==> src/mie_pkg.sv <==
package mie_pkg;
    localparam logic [11:0] MIE_OFF_MASK = 12'h028;
    localparam logic [11:0] MIE_OFF_PEND = 12'h02C;
    localparam int MIE_BIT_LINK = 31;
    localparam int MIE_BIT_TXDONE = 30;
    localparam int MIE_BIT_RXDONE = 29;
    localparam int MIE_BIT_TXUNAV = 28;
    localparam int MIE_BIT_RXUNAV = 27;
    localparam int MIE_BIT_TXSTOP = 26;
    localparam int MIE_BIT_RXSTOP = 25;
    localparam int MIE_BIT_LOW = 25;
    localparam int MIE_NUM_EVT = 7;
    localparam logic [6:0] MIE_MASK_RESET = 7'h00;
    localparam logic [6:0] MIE_PEND_RESET = 7'h00;
    localparam logic [31:0] MIE_ZERO_WORD = 32'h00000000;
endpackage

==> src/mie_sticky.sv <==
`timescale 1ns/10ps
// One sticky pending bit: set on an event edge, cleared by writing one.
module mie_sticky (
    input wire logic pclk,
    input wire logic presetn,
    input wire logic evt,
    input wire logic clr,
    output logic pending
);
    logic evt_q;
    logic rise;
    logic next_pending;

    assign rise = evt & ~evt_q;
    // A rise in the clearing cycle wins over the clear.
    assign next_pending = rise | (pending & ~clr);

    always_ff @(posedge pclk or negedge presetn) begin
        if (!presetn) begin
            evt_q <= 1'b0;
            pending <= 1'b0;
        end else begin
            evt_q <= evt;
            pending <= next_pending;
        end
    end
endmodule

==> src/mie_top.sv <==
`timescale 1ns/10ps
// Operation
// - Mask bit 31 enables link-change interrupt; resets to zero.
// - Mask bit 30 enables frame-transmitted interrupt; resets to zero.
// - Mask bit 29 enables frame-received interrupt; resets to zero.
// - Mask bit 28 enables transmit-descriptor-unavailable interrupt; resets zero.
// - Mask bit 27 enables receive-descriptor-unavailable interrupt; resets zero.
// - Mask bit 26 enables transmit-stopped interrupt; resets to zero.
// - Mask bit 25 enables receive-stopped interrupt; resets to zero.
// - Interrupt the CPU while any pending bit and its enable are set.
// - Reading the pending register changes nothing.
// - Pending bit 31 sets on any link state change, up or down.
// - Pending bits set on event edges; writing one clears, zero keeps.
// - Pending bit 30 sets when a frame was sent and more accepted.
// - Pending bit 29 sets when a received frame awaits the host.
// - Pending bit 28 sets when the next transmit descriptor is host-owned.
// - Pending bit 27 sets only on first unowned receive descriptor.
module mie_top (
    input wire logic pclk,
    input wire logic presetn,
    input wire logic psel,
    input wire logic penable,
    input wire logic pwrite,
    input wire logic [11:0] paddr,
    input wire logic [31:0] pwdata,
    input wire logic [3:0] pstrb,
    output logic [31:0] prdata,
    output logic pready,
    output logic pslverr,
    input wire logic link_up,
    input wire logic tx_done_evt,
    input wire logic rx_done_evt,
    input wire logic tx_desc_host_owned,
    input wire logic rx_desc_fetch,
    input wire logic rx_desc_dev_owned,
    input wire logic tx_stopped,
    input wire logic rx_stopped,
    output logic tx_suspend,
    output logic cpu_irq
);
    import mie_pkg::*;

    logic [6:0] interrupt_mask_reg;
    logic [6:0] interrupt_pending_reg;
    logic [6:0] evt_vec;
    logic [6:0] clr_vec;
    logic link_s1;
    logic link_s2;
    logic link_q;
    logic rx_prev_owned;
    logic rx_unav_evt;
    logic next_rx_prev_owned;
    logic next_tx_suspend;
    logic link_toggle;
    logic [31:0] next_prdata;

    wire access = psel & penable;
    wire sel_mask = (paddr == MIE_OFF_MASK);
    wire sel_pend = (paddr == MIE_OFF_PEND);
    wire hit = sel_mask | sel_pend;
    wire wr_mask = access & pwrite & sel_mask & pstrb[3];
    wire wr_pend = access & pwrite & sel_pend & pstrb[3];

    wire link_change_irq_en = interrupt_mask_reg[6];
    wire tx_done_irq_en = interrupt_mask_reg[5];
    wire rx_done_irq_en = interrupt_mask_reg[4];
    wire tx_desc_unavail_irq_en = interrupt_mask_reg[3];
    wire rx_desc_unavail_irq_en = interrupt_mask_reg[2];
    wire tx_stopped_irq_en = interrupt_mask_reg[1];
    wire rx_stopped_irq_en = interrupt_mask_reg[0];

    wire link_change_pending = interrupt_pending_reg[6];
    wire tx_done_pending = interrupt_pending_reg[5];
    wire rx_done_pending = interrupt_pending_reg[4];
    wire tx_desc_unavail_pending = interrupt_pending_reg[3];
    wire rx_desc_unavail_pending = interrupt_pending_reg[2];

    // Places the seven event bits at the top of a 32-bit word.
    function automatic logic [31:0] place_top(input logic [6:0] v);
        place_top = {v, 25'h0000000};
    endfunction

    assign pready = 1'b1;
    assign pslverr = access & ~hit;

    // Link change is a level toggle; it becomes a pulse on either edge.
    assign link_toggle = link_s2 ^ link_q;
    // Unavailable receive descriptor flagged only after a device-owned one or after reset.
    assign rx_unav_evt = rx_desc_fetch & ~rx_desc_dev_owned
        & rx_prev_owned;
    assign next_rx_prev_owned = rx_desc_fetch ? rx_desc_dev_owned
        : rx_prev_owned;
    // Transmit suspends on a host-owned descriptor until it is released.
    assign next_tx_suspend = tx_desc_host_owned;

    assign evt_vec = {link_toggle, tx_done_evt, rx_done_evt,
        tx_desc_host_owned, rx_unav_evt, tx_stopped, rx_stopped};
    // Write one to clear; zero bits leave the pending bit alone.
    assign clr_vec = wr_pend ? pwdata[31:25] : 7'h00;

    assign next_prdata = sel_mask ? place_top(interrupt_mask_reg)
        : sel_pend ? place_top(interrupt_pending_reg)
        : MIE_ZERO_WORD;

    genvar gi;
    generate
        for (gi = 0; gi < MIE_NUM_EVT; gi = gi + 1) begin : g_evt
            mie_sticky u_sticky (
                .pclk(pclk),
                .presetn(presetn),
                .evt(evt_vec[gi]),
                .clr(clr_vec[gi]),
                .pending(interrupt_pending_reg[gi])
            );
        end
    endgenerate

    always_ff @(posedge pclk or negedge presetn) begin
        if (!presetn) begin
            link_s1 <= 1'b0;
            link_s2 <= 1'b0;
            link_q <= 1'b0;
        end else begin
            link_s1 <= link_up;
            link_s2 <= link_s1;
            link_q <= link_s2;
        end
    end

    always_ff @(posedge pclk or negedge presetn) begin
        if (!presetn) begin
            interrupt_mask_reg <= MIE_MASK_RESET;
        end else if (wr_mask) begin
            interrupt_mask_reg <= pwdata[31:25];
        end
    end

    always_ff @(posedge pclk or negedge presetn) begin
        if (!presetn) begin
            rx_prev_owned <= 1'b1;
            tx_suspend <= 1'b0;
        end else begin
            rx_prev_owned <= next_rx_prev_owned;
            tx_suspend <= next_tx_suspend;
        end
    end

    always_ff @(posedge pclk or negedge presetn) begin
        if (!presetn) begin
            prdata <= MIE_ZERO_WORD;
        end else if (psel & ~penable & ~pwrite) begin
            prdata <= next_prdata;
        end
    end

    always_ff @(posedge pclk or negedge presetn) begin
        if (!presetn) begin
            cpu_irq <= 1'b0;
        end else begin
            cpu_irq <= |(interrupt_mask_reg & interrupt_pending_reg);
        end
    end
endmodule

==> config.mk <==
export PLATFORM = sky130hd
export DESIGN_NAME = mie_top
export DESIGN_NICKNAME = d
export VERILOG_FILES = /design/src/mie_pkg.sv /design/src/mie_sticky.sv /design/src/mie_top.sv
export SDC_FILE = /design/constraint.sdc
export NUM_CORES = 1
export LEC_CHECK = 0
export BUFFER_PORTS_ARGS = -buffer_cell sky130_fd_sc_hd__buf_4
export CAP_MARGIN = 25
export CORE_MARGIN = 4
export CORE_UTILIZATION = 44
export CTS_BUF_LIST = sky130_fd_sc_hd__clkbuf_4
export CTS_CLUSTER_SIZE = 30
export DETAILED_ROUTE_END_ITERATION = 10
export GPL_TIMING_DRIVEN = 0
export PLACE_DENSITY = 0.82
export SYNTH_ARGS = -nofsm -noshare
export SYNTH_HDL_FRONTEND = slang
export SYNTH_SLANG_ARGS = --single-unit
==> constraint.sdc <==
create_clock -name pclk -period 1.2 [get_ports pclk]
set_input_delay 0.06 -clock pclk [delete_from_list [all_inputs] [get_ports pclk]]
set_output_delay 0.06 -clock pclk [all_outputs]
set_load 0.05 [all_outputs]
==> impl_metrics.json, run 1 <==
{
  "yosys-top-cells-count": "32 x dfrtp_1, 26 x buf_4, 19 x o21ai_0",
  "ys_ff_latch": 33,
  "drtIter0Drc": 36,
  "nNetsFinal": 289,
  "fmax_ghz": 0.9127,
  "die_y_um": 67.36,
  "slew_violations": 0,
  "cts.path.max_buffers": 2,
  "worstSkewPairLatency_ns": 0.33,
  "critPathMaxStageDelay_ns": 0.38,
  "worst_pin_slew_ns": 0.5480,
  "crit_required_ns": 1.42,
  "critical_path.startpoint_type": "input port",
  "globalRouteOverflowTotal": 0,
  "p_per_area_nw_per_um2": 1003,
  "dp.final_hpwl_um": 2179,
  "synth.yosys.warnings": 0,
  "grt_pass1_wl_um": 4505,
  "dieWidth_um": 67.36,
  "ys.flop_type": "dfrtp_1",
  "slew_headroom_pct": 63.47,
  "min_period_ns": 1.096,
  "diodes": 0,
  "cp-end-kind": "register",
  "critPathKind": "input port to register",
  "io_buffers": 41,
  "die_area_um2": 4537,
  "path_clk_slew_ns": 0.08,
  "hp-class": "input port to register",
  "vias": 1190,
  "routed_wl_um": 2906,
  "place_inst": 249,
  "p_leak_nw": 1.182,
  "synth_top_area_share_pct": 51.65,
  "synth_edf_count": 0,
  "power_mw": 2.259,
  "antenna_found_initial": 0,
  "grt_usage_pct": 13.68,
  "cts_buffers": 5,
  "synth-async-reset-ratio_pct": 100.0,
  "wl_per_cell_um": 10.57,
  "instances_no_fill": 275,
  "syn_area_per_cell_um2": 11.23,
  "synth_most_common_cell": "dfrtp_1",
  "path_buf_inv": 1,
  "status": "finished clean",
  "ir_drop_mv": 0.7957,
  "drive_gt1_share_pct": 39.30,
  "fin_util_pct": 67.00,
  "path_max_fanout": 7,
  "path_cells": "buf_4 -> nor4_4 -> nand4_4 -> nor2_8 -> mux2_2",
  "rsz0062_at_grt": "no",
  "io-pin-count": 97,
  "cap_violations": 0,
  "drc_errors": 0,
  "critPathTopFamily": "simple AND/OR/NAND/NOR gates",
  "core-area_um2": 3363,
  "cts_tree": "built",
  "clock_skew_ns": 0.003285,
  "antenna_left": 0,
  "grt_start_max_net_pins": 34,
  "post-route-period-util_pct": 91.31,
  "cts_root_buffer": "clkbuf_4",
  "crit_slowest_cell": "nor4_4",
  "cts_htree_levels": 2,
  "hold_viol_final": 0,
  "syn2layout_area_growth_pct": 45.36,
  "row_count": 21,
  "syn_inst": 138,
  "globalplace.congestion": 0.7647,
  "grt_pass1_vias": 1054,
  "yosysUniqueCellTypes": 28,
  "start_util_pct": 46.09,
  "cp.arrival_ns": 1.31,
  "yosysSeqAreaShare_pct": 53.35,
  "synth_area_leaders": "dfrtp_1 52%, buf_4 13%, o21ai_0 6.1%, mux2i_1 4.5%, nand2_1 4.4%",
  "first_pass_iters": 4,
  "finalSetupViolCount": 0,
  "synth_area_leader_cell": "dfrtp_1",
  "cts_sinks": 33,
  "synthesis.area_um2": 1550,
  "vias_per_cell": 4.327
}
-- final timing paths --
check                                 startpoint                        end  slack [ns]  depth (start not counted)
max                                    paddr[11]      interrupt_mask_reg[2]        0.10                          5
min                                         psel                 prdata[25]        0.16                          4
max reg2reg                interrupt_mask_reg[0]                    cpu_irq        0.21                          2
min reg2reg                              link_s1                    link_s2        0.36                          0
max in group asynchronous                presetn              rx_prev_owned        0.69                          2
min in group asynchronous                presetn  g_evt[4].u_sticky.pending        0.19                          2
-- placed cells by master (no fill, tap or decap), drive strengths merged --
cell / count
buf: 71
dfrtp: 32
conb: 26
o21ai: 19
nand2: 18
dlygate4sd3: 16
clkbuf: 8
mux2: 8
mux2i: 7
inv: 5
nor2: 3
nor4: 2
a22oi: 2
nand4: 2
and3b: 1
and2: 1
a21oi: 1
xor2: 1
a222oi: 1
nand3: 1
and4: 1
o31ai: 1
nand2b: 1
dfstp: 1
-- kinds of logic after synthesis --
kind of cell | Yosys count | synth area share [%]
xor gates and xnor gates | 1 | 0.5651
buffers and inverters | 33 | 14.37
AOI/OAI and AO/OA | 24 | 8.555
and+or+nand+nor | 30 | 12.35
DFF | 33 | 53.35
muxes | 15 | 10.33
other | 2 | 0.4844
-- power by group --
part	internal, mW	total (mW)	switching, mW
logic	0.189	0.482	0.293
registers	1.14	1.14	0.00744
clock network	0.301	0.634	0.333
total	1.63	2.26	0.633
-- worst reg2reg max path: stages (launching register included) --
cell      delay, ns
dfrtp_1        0.40
a222oi_1       0.34
nand3_1        0.13
-- per-layer routing --
metal  global-route usage (%)  share of wire, %  vias to the layer above  wire length [µm]
li1                         -                 -                      595                 -
met1                    17.29                42                      537              1215
met4                    7.595               1.8                        0                52
met2                    20.74                47                       51              1368
met3                    4.326               9.3                        7               269
met5                        0                 0                        -                 0
-- timing repair --
action / 4_1_cts / 5_1_grt
hold endpoints to repair: 54 / 0
buffers inserted: 0 / 2
hold buffers: 16 / 0
endpoints found under the setup margin: 0 / 2
resized for setup: 0 / 0
-- final cells by class --
| type | count | area, µm² |
|---|---|---|
| inverters | 5 | 18.77 |
| well taps | 46 | 57.56 |
| multi-input cells | 96 | 603.1 |
| repair buffers | 59 | 483.0 |
| flip-flops and latches | 33 | 827.0 |
| fillers | 292 | 1110 |
| clock buffers | 8 | 60.06 |
| plain buffers | 28 | 203.9 |
-- stage by stage --
step | instance area [µm²] | setup WS (ns) | setup TNS [ns] | hold WS, ns
final | 2253 | 0.1043 | 0 | 0.1587
after global routing | 2253 | 0.08187 | 0 | 0.1672
after CTS | 2238 | 0.01493 | 0 | 0.1560
after detailed placement | 2018 | -0.3402 | -3.616 | 0.01975
after global placement | 2018 | -0.3011 | -2.890 | 0.01836
after floorplan | 1653 | -0.04481 | -0.2886 | -0.2356
Note: power is estimated with default switching activity, not from simulation.
==> run 2, diff against run 1 <==
Settings changed: ABC_AREA set to 1, CORE_UTILIZATION 44 to 45, PLACE_DENSITY 0.82 to 0.8.
==> run 2 against run 1 <==
  * First-iteration DRC count grew 44%
  * Maximum frequency rose by 6.7%
  * Flip-flop and latch count did not move
  * Design area up 7.4%
  * Worst hold slack got worse by 0.13 ns
  * Clock skew is 0.014 ns higher
  * Largest power group unchanged
  * Highest routed layer unchanged
==> impl_metrics.json, run 2 <==
{
  "yosysSeqAreaShare_pct": 48.25,
  "nNetsFinal": 353,
  "p_per_area_nw_per_um2": 1015,
  "syn_area_per_cell_um2": 8.444,
  "status": "finished clean",
  "synthesis.area_um2": 1714,
  "row_count": 22,
  "path_cells": "inv_1 -> nor3b_1 -> nand2_1 -> nand2_1",
  "synth_edf_count": 0,
  "cap_violations": 0,
  "cts_tree": "built",
  "min_period_ns": 1.027,
  "final.setup.worst_slack_ns": 0.1734,
  "drive_gt1_share_pct": 32.42,
  "cts.path.max_buffers": 2,
  "diodes": 0,
  "antenna_found_initial": 0,
  "power_mw": 2.456,
  "slew_violations": 0,
  "layout.cells.most_common": "nand2_1",
  "cts_buffers": 5,
  "core-area_um2": 3661,
  "swShare_pct": 27.55,
  "switchingPower_uw": 676.5,
  "drc_errors": 0,
  "globalRouteOverflowTotal": 0,
  "first_pass_iters": 4,
  "p_seq_share_pct": 46.6,
  "routed_wl_um": 3494,
  "die_area_um2": 4861,
  "crit_path_start": "rx_prev_owned",
  "crit_required_ns": 1.49,
  "die_y_um": 69.72,
  "clock_skew_ns": 0.01703,
  "io-pin-count": 97,
  "path_clk_slew_ns": 0.11,
  "crit_slowest_cell": "dfstp_2",
  "hp-start": "pwrite",
  "post-route-period-util_pct": 85.55,
  "top_layer_used": "met4",
  "syn_inst": 203,
  "dieWidth_um": 69.72,
  "r2r-start": "rx_prev_owned",
  "dp.final_hpwl_um": 2627,
  "critPathTopFamily": "flip-flops",
  "dp_slack_ns": 0.01043,
  "ir_drop_mv": 0.7967,
  "ys_ff_latch": 33,
  "synth.yosys.warnings": 0,
  "rsz0062_at_grt": "no",
  "grt_start_max_net_pins": 34,
  "wl_met1_um": 1412,
  "hold_viol_final": 0,
  "yosysUniqueCellTypes": 25,
  "grt_pass1_vias": 1328,
  "worstSkewPairLatency_ns": 0.34,
  "cts_sinks": 33,
  "p_clk_share_pct": 33.6,
  "start_util_pct": 46.82,
  "fin_tns_setup_ns": 0,
  "vias": 1469,
  "io_buffers": 42,
  "critPathKind": "register to register",
  "wl_met3_um": 257,
  "drtIter0Drc": 52,
  "yosys-top-cells-count": "71 x nand2_1, 32 x dfrtp_1, 27 x buf_4",
  "synth_most_common_cell": "nand2_1",
  "hp-class": "input port to register",
  "vias_per_cell": 4.308,
  "cp-end-kind": "register",
  "critPathMaxStageDelay_ns": 0.53,
  "layout_common_cells": "71 x nand2_1, 69 x buf_4, 32 x dfrtp_1, 26 x conb_1, 22 x nand3_1",
  "syn2layout_area_growth_pct": 41.17,
  "cp.arrival_ns": 1.32,
  "grt_pass1_wl_um": 5844,
  "path_max_fanout": 2,
  "finalSetupViolCount": 0,
  "cp_common_cell": "nand2_1",
  "grt_usage_pct": 14.89,
  "ys.flop_type": "dfrtp_1",
  "path_buf_inv": 1,
  "p_int_mw": 1.779,
  "ctsResizeCount": 0,
  "p_leak_nw": 1.381,
  "cts_root_buffer": "clkbuf_4",
  "antenna_left": 0,
  "critical_path.startpoint_type": "register",
  "globalplace.congestion": 0.7930,
  "pwr-share-comb_pct": 19.9,
  "met2_length_um": 1779,
  "fmax_ghz": 0.9741,
  "synth-async-reset-ratio_pct": 100.0,
  "fin_util_pct": 66.10,
  "synth_area_leaders": "dfrtp_1 47%, nand2_1 16%, buf_4 12%, nand3_1 6.4%, inv_1 3.1%",
  "cts_htree_levels": 2,
  "fillCellCount": 324,
  "wl_per_cell_um": 10.25,
  "synth_area_leader_cell": "dfrtp_1",
  "synth_top_area_share_pct": 46.72
}
==> run 2: changes by cell type in the layout (fill, tap and decap cells not counted), sizes merged, moves of 3 or more <==
cell	before	now
nand2	18	74
mux2	8	0
nor3	0	3
o21ai	19	1
mux2i	7	0
nor2	3	11
nand4	2	7
nand3	1	22
inv	5	16
==> run 2: path summary, 6_finish.rpt <==
check | end | cells past startpoint | slack (ns)
max | g_evt[2].u_sticky.pending | 4 | 0.17
min | prdata[30] | 4 | 0.03
min reg2reg | link_s2 | 0 | 0.36
min in group asynchronous | g_evt[3].u_sticky.evt_q | 2 | 0.18
max reg2reg | g_evt[2].u_sticky.pending | 4 | 0.17
max in group asynchronous | rx_prev_owned | 2 | 0.68
==> run 2: power by group through the flow <==
stage / Sequential [mW] / Combinational [mW] / Clock [mW]
finish: 1.14 / 0.488 / 0.824
global route: 1.15 / 0.525 / 0.902
CTS: 1.14 / 0.485 / 0.861
detailed placement: 1.17 / 0.444 / 0
global placement: 1.16 / 0.438 / 0
floorplan: 1.17 / 0.308 / 0
==> run 2: routing by layer <==
metal  track usage [%]  vias up
li1                  -      772
met1             18.33      649
met5                 0        -
met4             3.830        0
met2             24.68       42
met3             5.507        6
==> run 2: what timing repair did <==
item	in CTS	in global routing
hold endpoints to repair	54	0
hold buffers	16	0
buffers inserted	0	0
==> run 2: area by class of cell <==
class	count	area (µm²)	share of cell area (%)
inverter	16	60.06	2.482
timing repair buffer	58	475.5	19.65
tap	48	60.06	2.482
clock inverter	2	35.03	1.448
buffer	29	219.0	9.049
clock buffer	6	45.04	1.861
multi-input combinational	149	698.2	28.85
sequential	33	827.0	34.18
==> run 2: kinds of logic after synthesis <==
logic type	after synthesis	share of synthesized area (%)
other	2	0.4381
DFF	33	48.25
buffers and inverters	45	16.28
AOI/OAI and AO/OA	4	1.605
xor gates and xnor gates	1	0.5110
and+or+nand+nor	118	32.92
==> run 2: stage by stage <==
step,std cells,instance area (µm²),hold slack (ns)
after global placement,317,2180,0.01385
after detailed placement,317,2180,0.02070
final,341,2420,0.02916
after global routing,341,2420,0.03346
after CTS,341,2420,0.01318
after floorplan,227,1804,-0.2356
==> run 2: tightest hold or removal path, stage by stage <==
cell	delay, ns
buf_4	0.09
nor3_2	0.07
nand2_1	0.07
nand2_1	0.04
==> run 3, diff against run 2 <==
Clock period 1.2 ns to 1 ns, I/O delays scaled along.
==> run 3 against run 2 <==
  * Register-to-register slack worse by 0.15 ns
  * Sequential power is 20% higher
  * Routed wire length is 3.5% higher
  * Cell count is 1.2% higher
  * Highest routed layer unchanged
==> impl_metrics.json, run 3 (synthesized netlist as in run 2, its figures left out) <==
{
  "status": "finished clean",
  "dp_slack_ns": -0.1796,
  "antenna_found_initial": 0,
  "worstSkewPairLatency_ns": 0.35,
  "die_area_um2": 4861,
  "p_per_area_nw_per_um2": 1197,
  "seqCellArea_um2": 827.0,
  "hold_viol_final": 0,
  "fillCellCount": 312,
  "whs_ns": 0.01246,
  "final.setup.worst_slack_ns": 0.02713,
  "path_clk_slew_ns": 0.11,
  "grt_start_max_net_pins": 34,
  "core-area_um2": 3661,
  "cts.path.max_buffers": 2,
  "critical_path.startpoint_type": "register",
  "routed_wl_um": 3618,
  "fin_util_pct": 67.74,
  "cts_tree": "built",
  "first_pass_iters": 4,
  "row_count": 22,
  "crit_required_ns": 1.22,
  "path_buf_inv": 0,
  "power_mw": 2.969,
  "fmax_ghz": 1.028,
  "cp-end-kind": "register",
  "vias": 1488,
  "crit_slowest_cell": "dfrtp_1",
  "ir_drop_mv": 0.9649,
  "path_cells": "a22o_1 -> a21oi_2 -> nand2_1",
  "critPathKind": "register to register",
  "antenna_left": 0,
  "nNetsFinal": 357,
  "cts_root_buffer": "clkbuf_4",
  "clock_skew_ns": 0.01826,
  "grt_usage_pct": 15.53,
  "drc_errors": 0,
  "hp-class": "input port to register",
  "dp.final_hpwl_um": 2627,
  "finalSetupViolCount": 0,
  "io_buffers": 42,
  "post-route-period-util_pct": 97.29,
  "multi_input_area_um2": 713.2,
  "start_util_pct": 46.82,
  "vias_per_cell": 4.313,
  "critPathMaxStageDelay_ns": 0.42,
  "cts_htree_levels": 2,
  "wl_per_cell_um": 10.49,
  "globalRouteOverflowTotal": 0,
  "dieWidth_um": 69.72,
  "instances_no_fill": 345,
  "cts_sinks": 33,
  "critPathTopFamily": "flip-flops",
  "globalplace.congestion": 0.7930,
  "cp.arrival_ns": 1.19,
  "layout_common_cells": "71 x nand2_1, 69 x buf_4, 32 x dfrtp_1, 26 x conb_1, 22 x nand3_1",
  "grt_pass1_wl_um": 6003,
  "drive_gt1_share_pct": 34.34,
  "p_leak_nw": 1.408,
  "drtIter0Drc": 41,
  "cts_buffers": 5,
  "layout.cells.most_common": "nand2_1",
  "syn2layout_area_growth_pct": 44.67,
  "rsz0062_at_grt": "yes",
  "place_inst": 317,
  "slew_violations": 0,
  "min_period_ns": 0.9729,
  "rrSetupSlack_ns": 0.03,
  "io-pin-count": 97,
  "path_max_fanout": 3,
  "grt_pass1_vias": 1352,
  "diodes": 0,
  "die_y_um": 69.72,
  "cap_violations": 0
}
-- run 3: power by group --
| group | internal [mW] | switching, mW | total [mW] |
|---|---|---|---|
| sequential | 1.36 | 0.00981 | 1.37 |
| combinational | 0.223 | 0.366 | 0.589 |
| clock | 0.551 | 0.455 | 1.01 |
| total | 2.14 | 0.832 | 2.97 |
-- run 3: final cells by class --
| class | instances | share of cell area [%] |
|---|---|---|
| plain buffers | 29 | 8.829 |
| clock buffers | 6 | 1.816 |
| clock inverters | 2 | 1.413 |
| inverters | 16 | 2.422 |
| multi-input cells | 149 | 28.76 |
| flip-flops and latches | 33 | 33.35 |
| well taps | 48 | 2.422 |
| repair buffers | 62 | 20.99 |
-- run 3: path summary, 6_finish.rpt --
kind | from | to | cells after the start
worst max-delay path | interrupt_mask_reg[5] | cpu_irq | 3
worst min-delay path | pwrite | prdata[30] | 4
worst max register to register | interrupt_mask_reg[5] | cpu_irq | 3
worst min register to register | link_s1 | link_s2 | 0
max in group asynchronous | presetn | rx_prev_owned | 2
min in group asynchronous | presetn | link_s1 | 2
-- run 3: timing repair --
action                                 CTS  global route
setup buffers                            0             4
pin swaps                                0             0
setup endpoints to repair                2             5
resized for setup                        2             5
hold buffers                            16             0
endpoints found under the hold margin   54             0
-- run 3: stage by stage --
step | instance area [µm²] | TNS (ns)
3_5_place_dp | 2180 | -1.839
2_1_floorplan | 1804 | 0
4_1_cts | 2429 | 0
6_report | 2480 | 0
3_3_place_gp | 2180 | -1.335
5_1_grt | 2480 | -0.02848
-- run 3: worst reg2reg max path: cells and delay by family (launching register included) --
family | cells | cell delay [ns]
flops | 1 | 0.42
compound gates | 2 | 0.37
simple gates | 1 | 0.06
-- run 3: per-layer routing --
layer / global-route usage (%) / routed length, µm / vias to the layer above
met5: 0 / 0 / -
met4: 5.106 / 53 / 0
met3: 5.507 / 243 / 6
met2: 25.95 / 1847 / 41
met1: 18.64 / 1473 / 661
li1: - / - / 780
